## src/logic/bst_tap_map.vh

```
// constants for the boundary scan test access port
`ifndef BST_TAP_MAP_VH
`define BST_TAP_MAP_VH
`define BST_ST_RESET      4'h0
`define BST_ST_IDLE       4'h1
`define BST_ST_SEL_DR     4'h2
`define BST_ST_CAP_DR     4'h3
`define BST_ST_SHIFT_DR   4'h4
`define BST_ST_EXIT1_DR   4'h5
`define BST_ST_PAUSE_DR   4'h6
`define BST_ST_EXIT2_DR   4'h7
`define BST_ST_UPD_DR     4'h8
`define BST_ST_SEL_IR     4'h9
`define BST_ST_CAP_IR     4'hA
`define BST_ST_SHIFT_IR   4'hB
`define BST_ST_EXIT1_IR   4'hC
`define BST_ST_PAUSE_IR   4'hD
`define BST_ST_EXIT2_IR   4'hE
`define BST_ST_UPD_IR     4'hF
`define BST_IR_W          4
`define BST_OP_EXTEST     4'h0
`define BST_OP_SAMPLE     4'h1
`define BST_OP_IDCODE     4'h2
`define BST_OP_HIGHZ      4'h3
`define BST_OP_BYPASS     4'hF
`define BST_IR_CAPTURE    4'h1
`define BST_TCK_MAX_MHZ   5
`define BST_SYS_MHZ       100
`define BST_ID_W          32
`define BST_ID_XCVR       32'h0000_0A01
`define BST_ID_PROC       32'h0000_0A03
`endif

```

## src/logic/bst_tap.v

```verilog
// boundary scan test access port top
`timescale 1ns/1ps
`include "bst_tap_map.vh"
module bst_tap #(
    parameter       NUM_IN     = 4,
    parameter       NUM_OUT    = 4,
    parameter       IS_XCVR    = 1
) (
    input  wire               clk_sys,
    input  wire               arst_n,
    input  wire               tck,
    input  wire               tms,
    input  wire               tdi,
    input  wire               trst_n,
    output reg                tdo,
    output reg                tdo_oe,
    input  wire [NUM_IN-1:0]  core_in_pin,
    input  wire [NUM_OUT-1:0] core_out,
    input  wire [NUM_OUT-1:0] core_out_oe,
    output reg  [NUM_OUT-1:0] pin_out,
    output reg  [NUM_OUT-1:0] pin_out_oe
);
    localparam BSR_W = NUM_IN + 2 * NUM_OUT;

    // pull-ups act before sampling: a floating pin appears as x in the bench,
    // so x/z on the raw pins is resolved high here
    wire tck_pu  = (tck === 1'b0) ? 1'b0 : 1'b1;
    wire tms_pu  = (tms === 1'b0) ? 1'b0 : 1'b1;
    wire tdi_pu  = (tdi === 1'b0) ? 1'b0 : 1'b1;
    wire trst_pu = (trst_n === 1'b0) ? 1'b0 : 1'b1;

    reg [1:0] tck_sy;
    reg [1:0] tms_sy;
    reg [1:0] tdi_sy;
    reg [1:0] trst_sy;
    reg       tck_d;
    reg [NUM_IN-1:0] in_sy1;
    reg [NUM_IN-1:0] in_sy2;

    always @(posedge clk_sys or negedge arst_n) begin
        if (!arst_n) begin
            tck_sy  <= 2'h0;
            tms_sy  <= 2'h3;
            tdi_sy  <= 2'h3;
            trst_sy <= 2'h0;
            tck_d   <= 1'b0;
            in_sy1  <= {NUM_IN{1'b0}};
            in_sy2  <= {NUM_IN{1'b0}};
        end else begin
            tck_sy  <= {tck_sy[0], tck_pu};
            tms_sy  <= {tms_sy[0], tms_pu};
            tdi_sy  <= {tdi_sy[0], tdi_pu};
            trst_sy <= {trst_sy[0], trst_pu};
            tck_d   <= tck_sy[1];
            in_sy1  <= core_in_pin;
            in_sy2  <= in_sy1;
        end
    end

    // edges found by sampling; a halted clock simply yields no edges
    wire rise = tck_sy[1] & ~tck_d;
    wire fall = ~tck_sy[1] & tck_d;
    wire trst_act = ~trst_sy[1];

    wire [3:0] state;

    bst_tap_fsm u_fsm (
        .clk_sys  (clk_sys),
        .arst_n   (arst_n),
        .test_rst (trst_act),
        .step     (fall),
        .tms      (tms_sy[1]),
        .state    (state)
    );

    reg [`BST_IR_W-1:0]  ir_sh;
    reg [`BST_IR_W-1:0]  ir;
    reg                  byp;
    reg [`BST_ID_W-1:0]  id_sh;
    reg [BSR_W-1:0]      bsr_sh;
    reg [BSR_W-1:0]      bsr_upd;

    // identification code; values arbitrary
    wire [`BST_ID_W-1:0] id_val = IS_XCVR ? `BST_ID_XCVR : `BST_ID_PROC;

    function is_known;
        input [`BST_IR_W-1:0] op;
        begin
            is_known = (op == `BST_OP_EXTEST) || (op == `BST_OP_SAMPLE) ||
                       (op == `BST_OP_IDCODE) || (op == `BST_OP_HIGHZ);
        end
    endfunction

    wire sel_id  = (ir == `BST_OP_IDCODE);
    wire sel_bsr = (ir == `BST_OP_SAMPLE) || (ir == `BST_OP_EXTEST);
    wire sel_byp = !is_known(ir);

    // cell layout: [inputs][output data][output enables]
    wire [BSR_W-1:0] bsr_cap = {in_sy2, core_out, core_out_oe};

    // shifting happens on the rising test clock edge, per the standard
    always @(posedge clk_sys or negedge arst_n) begin
        if (!arst_n) begin
            ir_sh   <= `BST_IR_CAPTURE;
            ir      <= `BST_OP_IDCODE;
            byp     <= 1'b0;
            id_sh   <= {`BST_ID_W{1'b0}};
            bsr_sh  <= {BSR_W{1'b0}};
            bsr_upd <= {BSR_W{1'b0}};
        end else if (trst_act || (state == `BST_ST_RESET)) begin
            ir <= `BST_OP_IDCODE;
        end else if (rise) begin
            case (state)
                `BST_ST_CAP_IR: begin
                    ir_sh <= `BST_IR_CAPTURE;
                end
                `BST_ST_SHIFT_IR: begin
                    ir_sh <= {tdi_sy[1], ir_sh[`BST_IR_W-1:1]};
                end
                `BST_ST_CAP_DR: begin
                    byp <= 1'b0;
                    if (sel_id) begin
                        id_sh <= id_val;
                    end
                    if (sel_bsr) begin
                        bsr_sh <= bsr_cap;
                    end
                end
                `BST_ST_SHIFT_DR: begin
                    byp <= tdi_sy[1];
                    if (sel_id) begin
                        id_sh <= {tdi_sy[1], id_sh[`BST_ID_W-1:1]};
                    end
                    if (sel_bsr) begin
                        bsr_sh <= {tdi_sy[1], bsr_sh[BSR_W-1:1]};
                    end
                end
                default: begin
                    ir_sh <= ir_sh;
                end
            endcase
        end else if (fall) begin
            // updates on the falling edge so parallel outputs change cleanly
            if (state == `BST_ST_UPD_IR) begin
                ir <= ir_sh;
            end
            if ((state == `BST_ST_UPD_DR) && sel_bsr) begin
                bsr_upd <= bsr_sh;
            end
        end
    end

    reg next_tdo;
    reg next_tdo_oe;
    // one cycle late so the state already shows where the fall led
    reg fall_d;

    always @* begin
        next_tdo    = tdo;
        next_tdo_oe = 1'b0;
        if (state == `BST_ST_SHIFT_IR) begin
            next_tdo    = ir_sh[0];
            next_tdo_oe = 1'b1;
        end else if (state == `BST_ST_SHIFT_DR) begin
            next_tdo_oe = 1'b1;
            if (sel_id) begin
                next_tdo = id_sh[0];
            end else if (sel_bsr) begin
                next_tdo = bsr_sh[0];
            end else begin
                next_tdo = byp;
            end
        end
    end

    // tdo changes on falling edge only; enable follows shift states
    always @(posedge clk_sys or negedge arst_n) begin
        if (!arst_n) begin
            tdo        <= 1'b0;
            tdo_oe     <= 1'b0;
            fall_d     <= 1'b0;
            pin_out    <= {NUM_OUT{1'b0}};
            pin_out_oe <= {NUM_OUT{1'b0}};
        end else begin
            fall_d <= fall;
            if (trst_act) begin
                tdo_oe <= 1'b0;
            end else if (fall_d) begin
                tdo    <= next_tdo;
                tdo_oe <= next_tdo_oe;
            end
            if (ir == `BST_OP_HIGHZ) begin
                pin_out    <= core_out;
                pin_out_oe <= {NUM_OUT{1'b0}};
            end else if (ir == `BST_OP_EXTEST) begin
                pin_out    <= bsr_upd[2*NUM_OUT-1:NUM_OUT];
                pin_out_oe <= bsr_upd[NUM_OUT-1:0];
            end else begin
                pin_out    <= core_out;
                pin_out_oe <= core_out_oe;
            end
        end
    end

endmodule // bst_tap

```

## src/logic/bst_tap_fsm.v

```verilog
// tap controller state machine, stepped by a falling edge strobe
`timescale 1ns/1ps
`include "bst_tap_map.vh"
module bst_tap_fsm (
    input  wire       clk_sys,
    input  wire       arst_n,
    input  wire       test_rst,
    input  wire       step,
    input  wire       tms,
    output reg  [3:0] state
);
    reg [3:0] next_state;

    always @* begin
        next_state = state;
        case (state)
            `BST_ST_RESET:    next_state = tms ? `BST_ST_RESET : `BST_ST_IDLE;
            `BST_ST_IDLE:     next_state = tms ? `BST_ST_SEL_DR : `BST_ST_IDLE;
            `BST_ST_SEL_DR:   next_state = tms ? `BST_ST_SEL_IR : `BST_ST_CAP_DR;
            `BST_ST_CAP_DR:   next_state = tms ? `BST_ST_EXIT1_DR : `BST_ST_SHIFT_DR;
            `BST_ST_SHIFT_DR: next_state = tms ? `BST_ST_EXIT1_DR : `BST_ST_SHIFT_DR;
            `BST_ST_EXIT1_DR: next_state = tms ? `BST_ST_UPD_DR : `BST_ST_PAUSE_DR;
            `BST_ST_PAUSE_DR: next_state = tms ? `BST_ST_EXIT2_DR : `BST_ST_PAUSE_DR;
            `BST_ST_EXIT2_DR: next_state = tms ? `BST_ST_UPD_DR : `BST_ST_SHIFT_DR;
            `BST_ST_UPD_DR:   next_state = tms ? `BST_ST_SEL_DR : `BST_ST_IDLE;
            `BST_ST_SEL_IR:   next_state = tms ? `BST_ST_RESET : `BST_ST_CAP_IR;
            `BST_ST_CAP_IR:   next_state = tms ? `BST_ST_EXIT1_IR : `BST_ST_SHIFT_IR;
            `BST_ST_SHIFT_IR: next_state = tms ? `BST_ST_EXIT1_IR : `BST_ST_SHIFT_IR;
            `BST_ST_EXIT1_IR: next_state = tms ? `BST_ST_UPD_IR : `BST_ST_PAUSE_IR;
            `BST_ST_PAUSE_IR: next_state = tms ? `BST_ST_EXIT2_IR : `BST_ST_PAUSE_IR;
            `BST_ST_EXIT2_IR: next_state = tms ? `BST_ST_UPD_IR : `BST_ST_SHIFT_IR;
            `BST_ST_UPD_IR:   next_state = tms ? `BST_ST_SEL_DR : `BST_ST_IDLE;
            default:          next_state = `BST_ST_RESET;
        endcase
    end

    always @(posedge clk_sys or negedge arst_n) begin
        if (!arst_n) begin
            state <= `BST_ST_RESET;
        end else if (test_rst) begin
            state <= `BST_ST_RESET;
        end else if (step) begin
            state <= next_state;
        end
    end
endmodule // bst_tap_fsm

```

## config.mk

```make
export PLATFORM = sky130hd
export DESIGN_NAME = bst_tap
export DESIGN_NICKNAME = d
export VERILOG_FILES = /design/src/logic/bst_tap.v /design/src/logic/bst_tap_fsm.v
export VERILOG_INCLUDE_DIRS = /design/src /design/src/logic
export SDC_FILE = /design/constraint.sdc
export NUM_CORES = 1
export LEC_CHECK = 0
export ABC_AREA = 1
export BUFFER_PORTS_ARGS = -buffer_cell sky130_fd_sc_hd__buf_4
export CORE_ASPECT_RATIO = 1.1
export CORE_MARGIN = 2
export CORE_UTILIZATION = 54
export DETAILED_ROUTE_END_ITERATION = 10
export GPL_TIMING_DRIVEN = 0
export HOLD_SLACK_MARGIN = 0.05
export PLACE_DENSITY_LB_ADDON = 0.08
export SKIP_CTS_REPAIR_TIMING = 1
export SYNTH_ARGS = -nofsm -noshare
export SYNTH_HDL_FRONTEND = slang
export SYNTH_SLANG_ARGS = --single-unit
```

## constraint.sdc

```tcl
create_clock -name clk_sys -period 1.5 [get_ports clk_sys]
set_input_delay 0.225 -clock clk_sys [delete_from_list [all_inputs] [get_ports clk_sys]]
set_output_delay 0.225 -clock clk_sys [all_outputs]
set_load 0.01 [all_outputs]
```

======== Word-level counts from Yosys, hierarchy flattened ========
Cells that the tools add are included.
word-level totals
  output and inout port bits .............. 10
  word-level logic and storage cells ...... 118
  register bits ........................... 93
  input bits .............................. 18
cells by class
  reduce and logical (&&, ||, !) cells .... 20
  multiplexer cells ....................... 43
  equality and inequality tests ........... 29
  bitwise gates (word level) .............. 7
operators with widths
  cell                                                   number
  two-way mux 32 bit                                     2
  case mux 32 bit (2 select lines)                       1
  two-way mux 4 bit                                      14
  case mux 4 bit (12 select lines)                       1
  equality test 4 bit, second input constant             8
  two-way mux 12 bit                                     2
  case mux 12 bit (2 select lines)                       1
  equality test 4 x 2 -> 1 bit, second input constant    4
  equality test 4 x 3 -> 1 bit, second input constant    4
  two-way mux 1 bit                                      15
  AND reduction 3 bit                                    4
  AND reduction 5 bit                                    2
  nonzero test 2 bit                                     5
  equality test 4 x 1 -> 1 bit, second input constant    2
  zero test 4 bit                                        2
  inequality test 2 bit, second input constant           4
  case mux 4 bit (2 select lines)                        1
  two-way mux 2 bit                                      3
  two-way mux 3 bit                                      2
  inequality test 2 x 1 -> 1 bit, second input constant  3
  NOT 1 bit                                              5
  === test 1 bit, second input constant                  4
  AND reduction 4 bit                                    1
  OR reduction 2 bit                                     2
  5 further kinds                                        7

======== Longest topological paths before layout ========
  depth after elaboration ................. 6
  mapped depth ............................ 12

======== By module ========
Synthesis repeated with hierarchy kept, for this count alone.
second synthesis, totals
  cell total of the unflattened synthesis .. 569
  area total of the unflattened synthesis .. 4410.5 µm²
modules (own cells, without submodules)
  module       cells an instance  times used  area an instance (µm²)  sequential area each (µm²)
  bst_tap      491                1           3998.8                  2234.6
  bst_tap_fsm  78                 1           411.6                   100.1

======== Worst setup path before layout ========
No wires, ideal clock.
  path type ............................... flip-flop to flip-flop
  start ................................... reg u_fsm.state[1]
  end ..................................... reg id_sh[21]
  setup time .............................. 0.117 ns
  setup slack ............................. 0.017 ns
  stages on the path, launching flop included .. 11
  data arrival time ....................... 1.366 ns
  cell sequence ........................... dfrtp_1 > buf_2 > nor2_4 > nand2_1 > nand2_2 > inv_2 > nor2_4 > nand2_4 > buf_4 > nand2_1 > o21ai_2
between the ends
  cells in the longest elaborated chain, start to end .. 4
ends and longest elaborated chain
  element                                                                      line              source
  start: declaration                                                           bst_tap_fsm.v:10  output reg [3:0] state
  start signal: assignment                                                     bst_tap_fsm.v:39  state <= `BST_ST_RESET;
  start signal: assignment                                                     bst_tap_fsm.v:41  state <= `BST_ST_RESET;
  start signal: assignment                                                     bst_tap_fsm.v:43  state <= next_state;
  parallel branches: the longest is 4 deep, another holds AND reduction 5 bit  --
  end signal: assignment                                                       bst_tap.v:107     id_sh <= {`BST_ID_W{1'b0}};
  end signal: assignment                                                       bst_tap.v:123     id_sh <= id_val;
  end signal: assignment                                                       bst_tap.v:132     id_sh <= {tdi_sy[1], id_sh[`BST_ID_W-1:1]};
  end: declaration                                                             bst_tap.v:79      reg [`BST_ID_W-1:0] id_sh;
Parallel ways; which one is timed is not known.
A chain may end at the register's enable or synchronous reset.

======== Worst setup path in the final report ========
  start ................................... reg u_fsm.state[0]
  end ..................................... reg id_sh[1]
Same word-level chain as after synthesis.

==> results.tsv <==
metric	value	unit
final setup violation count	43	
fin crit period	1.57	ns
clock-pin slew on the worst setup and hold paths	0.10	ns
critical path startpoint category	flip-flop	
final RePlAce weighted congestion	0.858	
number of synthesized flops with an enable pin	0	
areal power density over the cells	931	mW/mm²
Avg Vias per Cell	4.92	
Worst Setup Slack, final	-0.0689	ns
die height	96.1	µm
Skew-Pair Late Insertion Delay	0.36	ns
sequential area share after synthesis	56.1	%
Overflow after GRT	0	
clock buffer depth	2	
slew at the pin with the worst max-slew slack	1.15	ns
global-route wire length before repair	13400	µm
worst ir drop on vdd	0.000630	V
dominant cells by area after synthesis	sky130_fd_sc_hd__dfrtp_1 (52%), sky130_fd_sc_hd__nand2_1 (15%), sky130_fd_sc_hd__o21ai_2 (7.8%)	
CTS tree	yes	
registers with the highest flip-flop counts	id_sh x32, bsr_sh x12, bsr_upd x8	
number of cells on the worst reg-to-reg path	10	
largest area contributor in the netlist	sky130_fd_sc_hd__dfrtp_1	
clock buffer count from CTS	9	
number of nets still failing antenna checks after routing	0	
average footprint of a synthesized cell	9.06	µm²
horizontal extent of the die	87.7	µm
Synth Register Bits	93	
hpwl dp	4990	µm
hold violation total from the final report	0	
proportion of netlist area held by the largest area contributor	52.3	%
Largest register FFs	32	
vias in the first global route	2978	
run status	finished with violations	
net count after synthesis	477	
worst-case setup slack after placement	-0.226	ns
synthesis-to-finish area growth	20.9	%
mean routed wirelength per cell	12.2	µm
number of diodes added for antenna fixing	0	
initial antenna violation count	0	
DR pass1 iterations	4	
total standard cell area after synthesis	0.00416	mm²
unrepaired setup endpoints after global routing	true	
largest net degree at the start of global routing	94	
H-Tree Depth	3	
number of nets in the final layout	534	
Synth warnings	0	
setup TNS after final layout	-1.97	ns
Worst EP arrival	1.82	ns
capture instance of the worst register-to-register path	id_sh[1]	
maximum fanout along the worst path	8	
timing startpoint of the critical path	u_fsm.state[0]	
leakage	2.42	nW
detailed router's first-iteration violation count	170	
Setup crit end	id_sh[1]	
# placed instances	591	
top register by number of flip-flops	id_sh	
Total Routing Usage GR	20.3	%
buffers added on ports	27	
number of sinks on the clock net	93	
slack of the worst reg-to-reg path	-0.07	ns
distinct cell type count of the synthesized netlist	25	
placement row count	33	
maximum operating frequency	637	MHz
leading cell type by number of instances after synthesis	sky130_fd_sc_hd__nand2_1	
remaining design rule violation count	0	
crit share post-route	105	%
share of flip-flops with an asynchronous set or reset after synthesis	100	%
leading cell types by count after synthesis	sky130_fd_sc_hd__nand2_1 (165), sky130_fd_sc_hd__dfrtp_1 (87), sky130_fd_sc_hd__inv_1 (38), sky130_fd_sc_hd__o21ai_2 (37)	
top_reg_cell synth	sky130_fd_sc_hd__dfrtp_1	
initial standard-cell utilization of the core	55.7	%
# IOs	28	
Worst slew margin	23.6	%
total number of vias	3077	
setup skew after layout	0.0153	ns
power after layout	4.68	mW
Layout Cells excl Fill	626	
fraction of final layout cells with drive strength greater than 1	29.9	%
start of the worst register-to-register path	u_fsm.state[0]	
critical path class	flip-flop to flip-flop	
violated checks	negative setup slack	
Synth Instances	459	
# fillers	598	
CORE AREA	0.00747	mm²
CP required	1.75	ns
classification of the worst-slack hold path	input port to asynchronous set/reset pin	
# Max-Cap Violations	0	
floorplan die area	0.00842	mm²
sort of element at the end of the critical path	flip-flop	
total routed wirelength	7640	µm
final count of pins violating max slew	0	
Clock Root Buffer	sky130_fd_sc_hd__clkbuf_8	
where the power goes:
part           switching [mW]  total (mW)  internal, mW
clock                   0.913        1.91         0.999
combinational           0.120       0.207        0.0876
sequential             0.0177        2.56          2.55
metrics by stage:
step,util (%),cell area (µm²),hold WS (ns)
2_1_floorplan,-,4160,-0.0706
3_3_place_gp,60.1,4490,0.333
3_5_place_dp,60.1,4490,0.335
4_1_cts,63.2,4730,-0.0590
5_1_grt,67.3,5030,0.0670
6_report,67.3,5030,0.0610
logic make-up after synthesis:
family	synth area share, %
AOI/OAI and AO/OA	14.1
buffers and inverters	7.19
DFF	56.1
and+or+nand+nor	22.6
worst min-delay path by stage:
stage | start | to | slack [ns] | cells after the start
floorplan | arst_n | bsr_sh[0] | -0.07 | 0
global placement | tms | tms_sy[0] | 0.33 | 1
detailed placement | tdi | tdi_sy[0] | 0.33 | 1
CTS | tms | tms_sy[0] | -0.06 | 1
global route | core_out[1] | pin_out[1] | 0.07 | 3
finish | arst_n | u_fsm.state[0] | 0.06 | 1
layer usage:
| layer | share of wire [%] | vias up | GRT usage (%) |
|---|---|---|---|
| li1 | - | 1556 | - |
| met2 | 49 | 42 | 33.3 |
| met5 | 0 | - | 0 |
| met1 | 47 | 1470 | 27.1 |
| met3 | 3.1 | 9 | 3.86 |
| met4 | 1.2 | 0 | 7.05 |
cell usage in the layout, fill, tap and decap left out, types with 10 or more instances in the layout:
cell,synthesis,layout
sky130_fd_sc_hd__o21ai_2,37,39
sky130_fd_sc_hd__buf_4,2,40
sky130_fd_sc_hd__inv_1,38,35
sky130_fd_sc_hd__nor2_4,7,12
sky130_fd_sc_hd__dfrtp_1,87,86
sky130_fd_sc_hd__clkbuf_8,0,10
sky130_fd_sc_hd__nor2_1,25,23
sky130_fd_sc_hd__buf_6,7,14
sky130_fd_sc_hd__nand2_2,2,11
sky130_fd_sc_hd__o21ai_1,11,13
sky130_fd_sc_hd__nand2_1,165,153
sky130_fd_sc_hd__a21oi_1,10,10
sky130_fd_sc_hd__o21ai_0,25,21
area by class of cell:
type | count | area, µm² | share of cell area, %
Clock buffer | 10 | 138 | 2.74
Timing Repair Buffer | 48 | 382 | 7.59
Sequential cell | 93 | 2340 | 46.4
Buffer | 17 | 181 | 3.61
Clock inverter | 6 | 93.8 | 1.87
Multi-Input combinational cell | 305 | 1610 | 32.0
Tap cell | 105 | 131 | 2.61
Inverter | 42 | 160 | 3.18
critical path, stage by stage, from the launching register on:
cell,delay [ns]
sky130_fd_sc_hd__dfrtp_1,0.39
sky130_fd_sc_hd__buf_6,0.14
sky130_fd_sc_hd__nor2_4,0.16
sky130_fd_sc_hd__nand2_2,0.11
sky130_fd_sc_hd__nand2_4,0.09
sky130_fd_sc_hd__inv_4,0.04
sky130_fd_sc_hd__nor2_4,0.11
sky130_fd_sc_hd__nand2_4,0.12
sky130_fd_sc_hd__buf_2,0.18
sky130_fd_sc_hd__nand2_1,0.08
sky130_fd_sc_hd__o21ai_2,0.05
Note: power is estimated with default switching activity, not from simulation.
